===== src/core/rpsc_pkg.sv =====
// Package for the redistributor power and scrub control block.
// Assumes an AXI4-Lite slave with 32-bit data and byte addresses.
package rpsc_pkg;
	localparam logic [11:0] OFS_FUNCTION_CONTROL = 12'h000;
	localparam logic [11:0] OFS_POWER_CONTROL = 12'h004;
	localparam logic [11:0] OFS_INTERRUPT_CLASS = 12'h008;
	localparam logic [11:0] OFS_WAKE_REGISTER = 12'h00c;
	localparam int FC_SCRUB_BIT = 0;
	localparam int FC_DENY_BIT = 1;
	localparam int FC_CGO_LO = 2;
	localparam int FC_CGO_HI = 4;
	localparam int PW_PERMIT_BIT = 0;
	localparam int PW_APPLY_BIT = 1;
	localparam int PW_INTENT_BIT = 2;
	localparam int PW_OFF_BIT = 3;
	localparam int PW_CORE_LO = 8;
	localparam int PW_CORE_HI = 14;
	localparam int PW_GRP_LO = 15;
	localparam int PW_GRP_HI = 23;
	localparam int WK_SLEEP_BIT = 1;
	localparam int CLASS_BIT = 0;
	localparam logic [2:0] RST_CGO = 3'h0;
	localparam logic RST_DENY = 1'h0;
	localparam logic RST_PERMIT = 1'h0;
	localparam logic RST_SLEEP = 1'h1;
	localparam logic RST_CLASS = 1'h0;
	localparam logic [1:0] RESP_OKAY = 2'h0;
	localparam logic [1:0] RESP_SLVERR = 2'h2;
	// Prot bit 1 set marks a non-secure access.
	localparam int PROT_NS_BIT = 1;
	typedef enum logic [1:0] {
		SCRUB_IDLE,
		SCRUB_RUN,
		SCRUB_WAIT
	} rpsc_scrub_t;
endpackage


===== src/core/rpsc_top.sv =====
// Contract
// - Function control takes only secure accesses
// - Scrub covers every RAM of this redistributor
// - Software sets scrub bit, hardware clears it
// - Override field holds one bit per gate
// - Bits: search, downstream, upstream clock gates
// - Deny bit blocks low-power channel when one
// - Read-only cluster interface number field
// - Read-only core index within cluster field
// - Read-only group powered-off status bit
// - Read-only group intent; reached when equal
// - Group apply spreads permit to whole group
// - Group apply ignored if not all accept
// - Permit bit: zero up, one may power down
// - Permit set ignored unless processor sleeping
// - Mismatching write ignored during group transition
// - Last permitting core raises group intent
// - Secure class register selects interrupt class
// - Processor-sleep bit in wake register, read-write
//
// Secure control registers of one redistributor: scrub, clock gate
// overrides, low-power deny and the power permission handshake.
// Assumes the cluster interface power logic drives the group inputs
// on i_mclk and that the scrub engine answers done with a pulse.
//
// Chosen here: register access over AXI4-Lite and the register addresses.
`timescale 1ns/1ps
module rpsc_top (
	input wire logic i_mclk,
	input wire logic i_rst_b,
	input wire logic [11:0] i_awaddr,
	input wire logic [2:0] i_awprot,
	input wire logic i_awvalid,
	output logic o_awready,
	input wire logic [31:0] i_wdata,
	input wire logic [3:0] i_wstrb,
	input wire logic i_wvalid,
	output logic o_wready,
	output logic [1:0] o_bresp,
	output logic o_bvalid,
	input wire logic i_bready,
	input wire logic [11:0] i_araddr,
	input wire logic [2:0] i_arprot,
	input wire logic i_arvalid,
	output logic o_arready,
	output logic [31:0] o_rdata,
	output logic [1:0] o_rresp,
	output logic o_rvalid,
	input wire logic i_rready,
	input wire logic [8:0] i_cluster_interface_number,
	input wire logic [6:0] i_core_index_in_cluster,
	input wire logic i_others_permit,
	input wire logic i_group_apply_ok,
	input wire logic i_group_power_intent,
	input wire logic i_group_powered_off,
	input wire logic i_scrub_done,
	output logic o_scrub_start,
	output logic [2:0] o_clock_gate_override,
	output logic o_lowpower_channel_deny,
	output logic o_power_down_permit,
	output logic o_group_apply,
	output logic o_group_intent_set,
	output logic o_processor_sleep_flag,
	output logic o_interrupt_class_select
);

////////////////////////////////////////////////////////////////////////////
// Write channel capture. Address and data are taken in either order.

logic aw_held;
logic w_held;
logic [11:0] aw_addr;
logic aw_ns;
logic [31:0] w_data;
logic [3:0] w_strb;
logic wr_fire;
logic wr_sec;

assign wr_fire = aw_held && w_held && !o_bvalid;
assign wr_sec = !aw_ns;

always_ff @(posedge i_mclk or negedge i_rst_b) begin
	if (!i_rst_b) begin
		aw_held <= 1'b0;
		aw_addr <= 12'h000;
		aw_ns <= 1'b0;
	end else if (i_awvalid && o_awready) begin
		aw_held <= 1'b1;
		aw_addr <= i_awaddr;
		aw_ns <= i_awprot[rpsc_pkg::PROT_NS_BIT];
	end else if (wr_fire) begin
		aw_held <= 1'b0;
	end
end

always_ff @(posedge i_mclk or negedge i_rst_b) begin
	if (!i_rst_b) begin
		w_held <= 1'b0;
		w_data <= 32'h0000_0000;
		w_strb <= 4'h0;
	end else if (i_wvalid && o_wready) begin
		w_held <= 1'b1;
		w_data <= i_wdata;
		w_strb <= i_wstrb;
	end else if (wr_fire) begin
		w_held <= 1'b0;
	end
end

always_ff @(posedge i_mclk or negedge i_rst_b) begin
	if (!i_rst_b) begin
		o_awready <= 1'b0;
	end else begin
		o_awready <= !aw_held && !(i_awvalid && o_awready) && !o_bvalid;
	end
end

always_ff @(posedge i_mclk or negedge i_rst_b) begin
	if (!i_rst_b) begin
		o_wready <= 1'b0;
	end else begin
		o_wready <= !w_held && !(i_wvalid && o_wready) && !o_bvalid;
	end
end

always_ff @(posedge i_mclk or negedge i_rst_b) begin
	if (!i_rst_b) begin
		o_bvalid <= 1'b0;
	end else if (wr_fire) begin
		o_bvalid <= 1'b1;
	end else if (i_bready) begin
		o_bvalid <= 1'b0;
	end
end

// A dropped non-secure write still answers OKAY, so it leaks nothing.
always_ff @(posedge i_mclk or negedge i_rst_b) begin
	if (!i_rst_b) begin
		o_bresp <= rpsc_pkg::RESP_OKAY;
	end else if (wr_fire) begin
		case (aw_addr)
			rpsc_pkg::OFS_FUNCTION_CONTROL,
			rpsc_pkg::OFS_POWER_CONTROL,
			rpsc_pkg::OFS_INTERRUPT_CLASS,
			rpsc_pkg::OFS_WAKE_REGISTER: begin
				o_bresp <= rpsc_pkg::RESP_OKAY;
			end
			default: begin
				o_bresp <= rpsc_pkg::RESP_SLVERR;
			end
		endcase
	end
end

////////////////////////////////////////////////////////////////////////////
// Write address decode and strobes. Writable fields all live in byte 0.

logic wr_hit_fc;
logic wr_hit_pw;
logic wr_hit_cls;
logic wr_hit_wk;
logic wr_byte0;
logic wr_fc;
logic wr_pw;
logic wr_cls;
logic wr_wk;

assign wr_hit_fc = aw_addr == rpsc_pkg::OFS_FUNCTION_CONTROL;
assign wr_hit_pw = aw_addr == rpsc_pkg::OFS_POWER_CONTROL;
assign wr_hit_cls = aw_addr == rpsc_pkg::OFS_INTERRUPT_CLASS;
assign wr_hit_wk = aw_addr == rpsc_pkg::OFS_WAKE_REGISTER;
assign wr_byte0 = wr_fire && w_strb[0];
// The wake register is open to both worlds; the others drop non-secure.
assign wr_fc = wr_byte0 && wr_sec && wr_hit_fc;
assign wr_pw = wr_byte0 && wr_sec && wr_hit_pw;
assign wr_cls = wr_byte0 && wr_sec && wr_hit_cls;
assign wr_wk = wr_byte0 && wr_hit_wk;

////////////////////////////////////////////////////////////////////////////
// Function control: scrub handshake, overrides and deny bit.

rpsc_pkg::rpsc_scrub_t scrub_state;
logic scrub_busy;

assign scrub_busy = scrub_state != rpsc_pkg::SCRUB_IDLE;

// The start pulse goes to one engine that walks every RAM of this
// redistributor; a second start while busy is absorbed, not queued.
always_ff @(posedge i_mclk or negedge i_rst_b) begin
	if (!i_rst_b) begin
		scrub_state <= rpsc_pkg::SCRUB_IDLE;
		o_scrub_start <= 1'b0;
	end else begin
		o_scrub_start <= 1'b0;
		case (scrub_state)
			rpsc_pkg::SCRUB_IDLE: begin
				if (wr_fc && w_data[rpsc_pkg::FC_SCRUB_BIT]) begin
					scrub_state <= rpsc_pkg::SCRUB_RUN;
					o_scrub_start <= 1'b1;
				end
			end
			rpsc_pkg::SCRUB_RUN: begin
				scrub_state <= rpsc_pkg::SCRUB_WAIT;
			end
			rpsc_pkg::SCRUB_WAIT: begin
				if (i_scrub_done) begin
					scrub_state <= rpsc_pkg::SCRUB_IDLE;
				end
			end
			default: begin
				scrub_state <= rpsc_pkg::SCRUB_IDLE;
			end
		endcase
	end
end

always_ff @(posedge i_mclk or negedge i_rst_b) begin
	if (!i_rst_b) begin
		o_clock_gate_override <= rpsc_pkg::RST_CGO;
		o_lowpower_channel_deny <= rpsc_pkg::RST_DENY;
	end else if (wr_fc) begin
		o_clock_gate_override <=
			w_data[rpsc_pkg::FC_CGO_HI:rpsc_pkg::FC_CGO_LO];
		o_lowpower_channel_deny <= w_data[rpsc_pkg::FC_DENY_BIT];
	end
end

////////////////////////////////////////////////////////////////////////////
// Wake register sleep flag and class select.

always_ff @(posedge i_mclk or negedge i_rst_b) begin
	if (!i_rst_b) begin
		o_processor_sleep_flag <= rpsc_pkg::RST_SLEEP;
	end else if (wr_wk) begin
		o_processor_sleep_flag <= w_data[rpsc_pkg::WK_SLEEP_BIT];
	end
end

always_ff @(posedge i_mclk or negedge i_rst_b) begin
	if (!i_rst_b) begin
		o_interrupt_class_select <= rpsc_pkg::RST_CLASS;
	end else if (wr_cls) begin
		o_interrupt_class_select <= w_data[rpsc_pkg::CLASS_BIT];
	end
end

////////////////////////////////////////////////////////////////////////////
// Power control: permission bit with its guards, group apply.

logic new_permit;
logic permit_ok;
logic in_transit;

assign new_permit = w_data[rpsc_pkg::PW_PERMIT_BIT];
assign in_transit = i_group_power_intent != i_group_powered_off;
// A set needs the sleep flag; during a group transition only a value
// matching the intent is taken, so the core cannot fight the group.
assign permit_ok = (!new_permit || o_processor_sleep_flag) &&
	!(in_transit && new_permit != i_group_power_intent);

always_ff @(posedge i_mclk or negedge i_rst_b) begin
	if (!i_rst_b) begin
		o_power_down_permit <= rpsc_pkg::RST_PERMIT;
		o_group_intent_set <= 1'b0;
	end else begin
		o_group_intent_set <= 1'b0;
		if (wr_pw && permit_ok) begin
			o_power_down_permit <= new_permit;
			o_group_intent_set <= new_permit && i_others_permit;
		end
	end
end

// The apply pulse carries the permission as it stands after this write.
always_ff @(posedge i_mclk or negedge i_rst_b) begin
	if (!i_rst_b) begin
		o_group_apply <= 1'b0;
	end else begin
		o_group_apply <= wr_pw && w_data[rpsc_pkg::PW_APPLY_BIT] &&
			i_group_apply_ok;
	end
end

////////////////////////////////////////////////////////////////////////////
// Read word of each register. The group apply bit is write-only.

logic [31:0] fc_word;
logic [31:0] pw_word;
logic [31:0] cls_word;
logic [31:0] wk_word;

always_comb begin
	fc_word = 32'h0000_0000;
	fc_word[rpsc_pkg::FC_SCRUB_BIT] = scrub_busy;
	fc_word[rpsc_pkg::FC_DENY_BIT] = o_lowpower_channel_deny;
	fc_word[rpsc_pkg::FC_CGO_HI:rpsc_pkg::FC_CGO_LO] =
		o_clock_gate_override;
end

always_comb begin
	pw_word = 32'h0000_0000;
	pw_word[rpsc_pkg::PW_PERMIT_BIT] = o_power_down_permit;
	pw_word[rpsc_pkg::PW_INTENT_BIT] = i_group_power_intent;
	pw_word[rpsc_pkg::PW_OFF_BIT] = i_group_powered_off;
	pw_word[rpsc_pkg::PW_CORE_HI:rpsc_pkg::PW_CORE_LO] =
		i_core_index_in_cluster;
	pw_word[rpsc_pkg::PW_GRP_HI:rpsc_pkg::PW_GRP_LO] =
		i_cluster_interface_number;
end

always_comb begin
	cls_word = 32'h0000_0000;
	cls_word[rpsc_pkg::CLASS_BIT] = o_interrupt_class_select;
end

always_comb begin
	wk_word = 32'h0000_0000;
	wk_word[rpsc_pkg::WK_SLEEP_BIT] = o_processor_sleep_flag;
end

////////////////////////////////////////////////////////////////////////////
// Read channel.

logic [31:0] rd_word;
logic rd_ok;

always_comb begin
	rd_word = 32'h0000_0000;
	rd_ok = 1'b1;
	case (i_araddr)
		rpsc_pkg::OFS_FUNCTION_CONTROL: begin
			rd_word = fc_word;
		end
		rpsc_pkg::OFS_POWER_CONTROL: begin
			rd_word = pw_word;
		end
		rpsc_pkg::OFS_INTERRUPT_CLASS: begin
			rd_word = cls_word;
		end
		rpsc_pkg::OFS_WAKE_REGISTER: begin
			rd_word = wk_word;
		end
		default: begin
			rd_ok = 1'b0;
		end
	endcase
	if (i_arprot[rpsc_pkg::PROT_NS_BIT] &&
		i_araddr != rpsc_pkg::OFS_WAKE_REGISTER) begin
		rd_word = 32'h0000_0000;
	end
end

always_ff @(posedge i_mclk or negedge i_rst_b) begin
	if (!i_rst_b) begin
		o_arready <= 1'b0;
	end else if (i_arvalid && o_arready) begin
		o_arready <= 1'b0;
	end else if (!o_rvalid) begin
		o_arready <= 1'b1;
	end
end

always_ff @(posedge i_mclk or negedge i_rst_b) begin
	if (!i_rst_b) begin
		o_rvalid <= 1'b0;
	end else if (i_arvalid && o_arready) begin
		o_rvalid <= 1'b1;
	end else if (i_rready) begin
		o_rvalid <= 1'b0;
	end
end

// Data and response hold until the handshake, as the bus requires.
always_ff @(posedge i_mclk or negedge i_rst_b) begin
	if (!i_rst_b) begin
		o_rdata <= 32'h0000_0000;
		o_rresp <= rpsc_pkg::RESP_OKAY;
	end else if (i_arvalid && o_arready) begin
		o_rdata <= rd_word;
		o_rresp <= rd_ok ? rpsc_pkg::RESP_OKAY : rpsc_pkg::RESP_SLVERR;
	end
end

endmodule // rpsc_top


===== config.mk =====
export PLATFORM = sky130hd
export DESIGN_NAME = rpsc_top
export DESIGN_NICKNAME = d
export VERILOG_FILES = /design/src/core/rpsc_pkg.sv /design/src/core/rpsc_top.sv
export SDC_FILE = /design/constraint.sdc
export NUM_CORES = 1
export LEC_CHECK = 0
export ABC_AREA = 1
export ABC_CLOCK_PERIOD_IN_PS = 1600
export BUFFER_PORTS_ARGS = -buffer_cell sky130_fd_sc_hd__clkbuf_2
export CAP_MARGIN = 20
export CELL_PAD_IN_SITES_DETAIL_PLACEMENT = 0
export CELL_PAD_IN_SITES_GLOBAL_PLACEMENT = 2
export CORE_MARGIN = 2
export CORE_UTILIZATION = 25
export DETAILED_ROUTE_END_ITERATION = 8
export PLACE_DENSITY = 0.79
export SYNTH_ARGS = -nofsm -noshare
export SYNTH_HDL_FRONTEND = slang
export SYNTH_SLANG_ARGS = --single-unit

===== constraint.sdc =====
create_clock -name i_mclk -period 1.6 [get_ports i_mclk]
set_input_delay 0.08 -clock i_mclk [delete_from_list [all_inputs] [get_ports i_mclk]]
set_output_delay 0.08 -clock i_mclk [all_outputs]
set_load 0.01 [all_outputs]

After elaboration in Yosys (flattened, before gate mapping)

Cells that the tools add are included.
Widths: inputs -> output; s select.

Bits in registers: 74

Eq/ne operators: 14
Mux-type cells: 20
Reduce and logical (&&, ||, !) cells: 43

Operator list:

| cell                | count |
|---|---|
| $pmux 24 s4         | 1 |
| $eq 12x4->1 const B | 4 |
| $mux 32             | 1 |
| $eq 12x3->1 const B | 2 |
| $logic_not 12->1    | 2 |
| $logic_and 1x1->1   | 23 |
| $mux 1              | 13 |
| $ne 12x4->1 const B | 1 |
| $reduce_bool 2->1   | 5 |
| $logic_not 1->1     | 8 |
| $mux 2              | 4 |
| $reduce_or 4->1     | 2 |
| $pmux 2 s3          | 1 |
| $ne 2x2->1 const B  | 2 |
| $eq 2x1->1 const B  | 1 |
| $eq 2x2->1 const B  | 1 |
| $logic_not 2->1     | 1 |
| $ne 1x1->1          | 2 |
| $ne 2x1->1 const B  | 1 |
| $reduce_and 2->1    | 1 |
| $logic_or 1x1->1    | 1 |

Longest topological paths before layout

Depth in word-level cells: 8
Depth in mapped cells: 8
Depth with buffers taken out: 7

Least setup slack after synthesis

OpenSTA, ideal clock, no wires.

Kind: register -> register
Start point: register o_bvalid
End point: register o_clock_gate_override[0]
Setup time: 121 ps
Arrival time: 1,034 ps
Data required time: 1,479 ps
Slack: 445 ps
Cell stages (with the launch flop): 7
Buffers on the path: 0
Clock period less this slack: 1,155 ps
Cell sequence: dfrtp_1 -> inv_2 -> nand4_1 -> nor2_2 -> nand3_2 -> nand2_1 -> o21ai_1

Word-level cells in the longest chain between the ends: 5

RTL lines:

| what                            | line            | source |
|---|---|---|
| start: declaration              | rpsc_top.sv:40  | `output logic o_bvalid,` |
| start signal: assignment        | rpsc_top.sv:128 | `o_bvalid <= 1'b0;` |
| start signal: assignment        | rpsc_top.sv:130 | `o_bvalid <= 1'b1;` |
| start signal: assignment        | rpsc_top.sv:132 | `o_bvalid <= 1'b0;` |
| $logic_not 1->1                 | rpsc_top.sv:79  | `assign wr_fire = aw_held && w_held && !o_bvalid;` |
| $logic_and 1x1->1               | rpsc_top.sv:79  |  |
| $logic_and 1x1->1               | rpsc_top.sv:172 | `assign wr_byte0 = wr_fire && w_strb[0];` |
| $logic_and 1x1->1 (2 in series) | rpsc_top.sv:174 | `assign wr_fc = wr_byte0 && wr_sec && wr_hit_fc;` |
| end signal: assignment          | rpsc_top.sv:219 | `o_clock_gate_override <= rpsc_pkg::RST_CGO;` |
| end signal: assignment          | rpsc_top.sv:222 | `o_clock_gate_override <=` |
| end: declaration                | rpsc_top.sv:58  | `output logic [2:0] o_clock_gate_override,` |

Every way passes these cells.
A chain may end at the register's enable or synchronous reset.

Worst setup path after layout

Start point: register o_arready
End point: register o_rresp[1]

Word-level cells in the longest chain between the ends: 1

RTL lines:

| what                     | line            | source |
|---|---|---|
| start: declaration       | rpsc_top.sv:45  | `output logic o_arready,` |
| start signal: assignment | rpsc_top.sv:355 | `o_arready <= 1'b0;` |
| start signal: assignment | rpsc_top.sv:357 | `o_arready <= 1'b0;` |
| start signal: assignment | rpsc_top.sv:359 | `o_arready <= 1'b1;` |
| $logic_and 1x1->1        | rpsc_top.sv:378 | `end else if (i_arvalid && o_arready) begin` |
| end signal: assignment   | rpsc_top.sv:377 | `o_rresp <= rpsc_pkg::RESP_OKAY;` |
| end signal: assignment   | rpsc_top.sv:380 | `o_rresp <= rd_ok ? rpsc_pkg::RESP_OKAY : rpsc_pkg::RESP_SLVERR;` |
| end: declaration         | rpsc_top.sv:47  | `output logic [1:0] o_rresp,` |

Every way passes these cells.

==> flow_summary.yaml <==
sta:
  setup_viol_count_final: 0
  fin_ws_ns: 0.277
  grt_setup_unrepaired: "false"
  tns_ns: 0
  period_share: 0.827
  max_slew.worst_pin.slew_ns: 0.511
  clock_skew_ns: 0.00487
  maxSlewHeadroom: 0.659
  hold_violations: 0
  slew_violations: 0
  clock.fmax_mhz: 756
  finalCriticalPeriod_ns: 1.32
  whs_ns: 0.0234
global_routing:
  grt-ovfl-total: 0
  grt_pass1_wl_mm: 11.3
  track_usage: 0.124
  grt_start_max_net_pins: 44
  grt_pass1_vias: 2433
  antenna_found_initial: 0
worst_hold_path:
  min_path_type: "in2reg"
worst_setup_path:
  path_class: "reg2reg"
  arrival_ns: 1.55
  crit_fanout: 19
  crit_required_ns: 1.82
  endpoint_kind: "register"
  cp-start-kind: "register"
floorplan:
  dieArea_um2: 11900
  core_area_um2: 10800
  start_util: 0.256
  die_h_um: 109
  ios: 145
  fp.dieW_um: 109
  core.rowCount: 38
logic_synthesis:
  syn-cell-area_um2: 2760
  syn_inst: 299
  synth_cell_type_count: 28
  synth-seq-cells: 61
  yosysWarnings: 0
  yosysTopAreaCellShare: 0.544
  synth.avg_cell_area_um2: 9.23
  synth.largest_area_cell: "dfrtp_1"
  synthTopCellsByArea: "dfrtp_1 (54%), nand2_1 (9.2%), nand4_1 (4.3%), mux2_2 (4.1%), nor2_1 (3.9%)"
  ys_seq_area_frac: 0.553
pwr:
  p_per_area_nw_per_um2: 1150
  p_total_mw: 4.59
  p_leak_nw: 2.11
  power.ir.vdd_worst_mv: 0.536
placed_design:
  gp_congestion: 0.770
  dp_hpwl_mm: 5.12
  port_buffers: 97
  place_ws_ns: 0.260
route:
  firstDrtPassIters: 4
  drcViolationCount: 0
  routed_via_density: 4.12
  vias: 2427
  wl_per_cell_um: 11.8
  postRouteAntennaNets: 0
  first_iter_violations: 147
  wirelength_mm: 6.93
cts:
  cts_resized: 0
  numCtsBuffers: 9
  cts_tree: "built"
  cts_root_buffer: "clkbuf_8"
  clock-sinks: 61
  clockBufferDepth: 2
  clkLatencyLatePin_ns: 0.33
  clkTransAtPathRegs_ns: 0.07
  h-tree-depth: 3
  postCtsSetupRepairBufs: 0
job:
  drv_cap: 0
finish:
  drive_gt1_frac: 0.332
  final_common_cell: "clkbuf_2"
  diodes: 0
  nets: 538
  synthToLayoutAreaGrowth_pct: 44.7
  most-common-layout-cells: "clkbuf_2 (97), nand2_1 (68), dfrtp_1 (60), dlygate4sd3_1 (40), nor2_1 (29)"
run_status:
  status: "finished clean"
## logic make-up after synthesis
kind of cell,count (synthesis),synth area share
and+or+nand+nor,154,0.262
DFF,61,0.553
AOI/OAI and AO/OA,26,0.0503
buffers and inverters,47,0.0920
muxes,10,0.0408
other,1,0.00136
## sequential cells by signal (all words and copies together) (netlist names), 2 cells and up
name                   flops
o_rdata                   21
w_data                     5
scrub_state                2
aw_addr                   12
o_clock_gate_override      3
## per-stage QoR
stage                util  instance area, um2  instances
floorplan               -                2810        311
global placement    0.312                3370        533
detailed placement  0.312                3370        533
CTS                 0.369                3980        588
global route        0.370                3990        589
finish              0.370                3990        589
## critical path: stages, from the launching register on
cell	delay (ns)
dfrtp_1	0.39
nand2_1	0.24
clkinv_2	0.32
o21a_1	0.26
## final timing paths
| check | startpoint | end | slack, ns | depth (start not counted) |
|---|---|---|---|---|
| worst min register to register | o_rdata[9] | o_rdata[9] | 0.48 | 2 |
| worst max-delay path | o_arready | o_rresp[1] | 0.28 | 3 |
| worst min-delay path | i_wdata[0] | w_data[0] | 0.02 | 3 |
| worst max register to register | o_arready | o_rresp[1] | 0.28 | 3 |
| min in group asynchronous | i_rst_b | o_rdata[21] | 0.25 | 2 |
| max in group asynchronous | i_rst_b | o_processor_sleep_flag | 0.68 | 3 |
## cell usage after synthesis (all sizes together)
cell	n
nand2	73
dfrtp	60
nor2	36
inv	25
nand4	19
buf	18
nand3	17
a21oi	13
o21ai	11
mux2	10
nor3	7
clkbuf	3
o21a	2
and3	1
clkinv	1
conb	1
dfstp	1
nand3b	1
## power by group
part           internal [mW]  leakage, nW  switching (mW)  total, mW
clock                  0.958        0.116           0.596       1.55
combinational          0.439         1.22           0.561       1.00
sequential              1.86        0.774           0.177       2.04
## routing by layer
metal | wire, um | vias to the layer above | global-route usage | share of wire
met5 | 0 | - | 0 | 0
met4 | 56 | 0 | 0.0430 | 0.0081
met3 | 591 | 6 | 0.0430 | 0.085
met2 | 3060 | 82 | 0.189 | 0.44
met1 | 3220 | 1096 | 0.162 | 0.46
li1 | - | 1243 | - | -
## layout make-up
cell class                      instances  area [um2]
Fill cell                            1139        6800
Sequential cell                        61        1530
Multi-Input combinational cell        203        1020
Timing Repair Buffer                  143         943
Tap cell                              140         175
Clock buffer                           12         155
Inverter                               26        98.8
Clock inverter                          4        70.1
## what timing repair did
item / 4_1_cts / 5_1_grt
hold buffers: 39 / 1
endpoints found under the hold margin: 56 / 1
setup endpoints to repair: 0 / 0
Note: power is estimated with default switching activity, not from simulation.
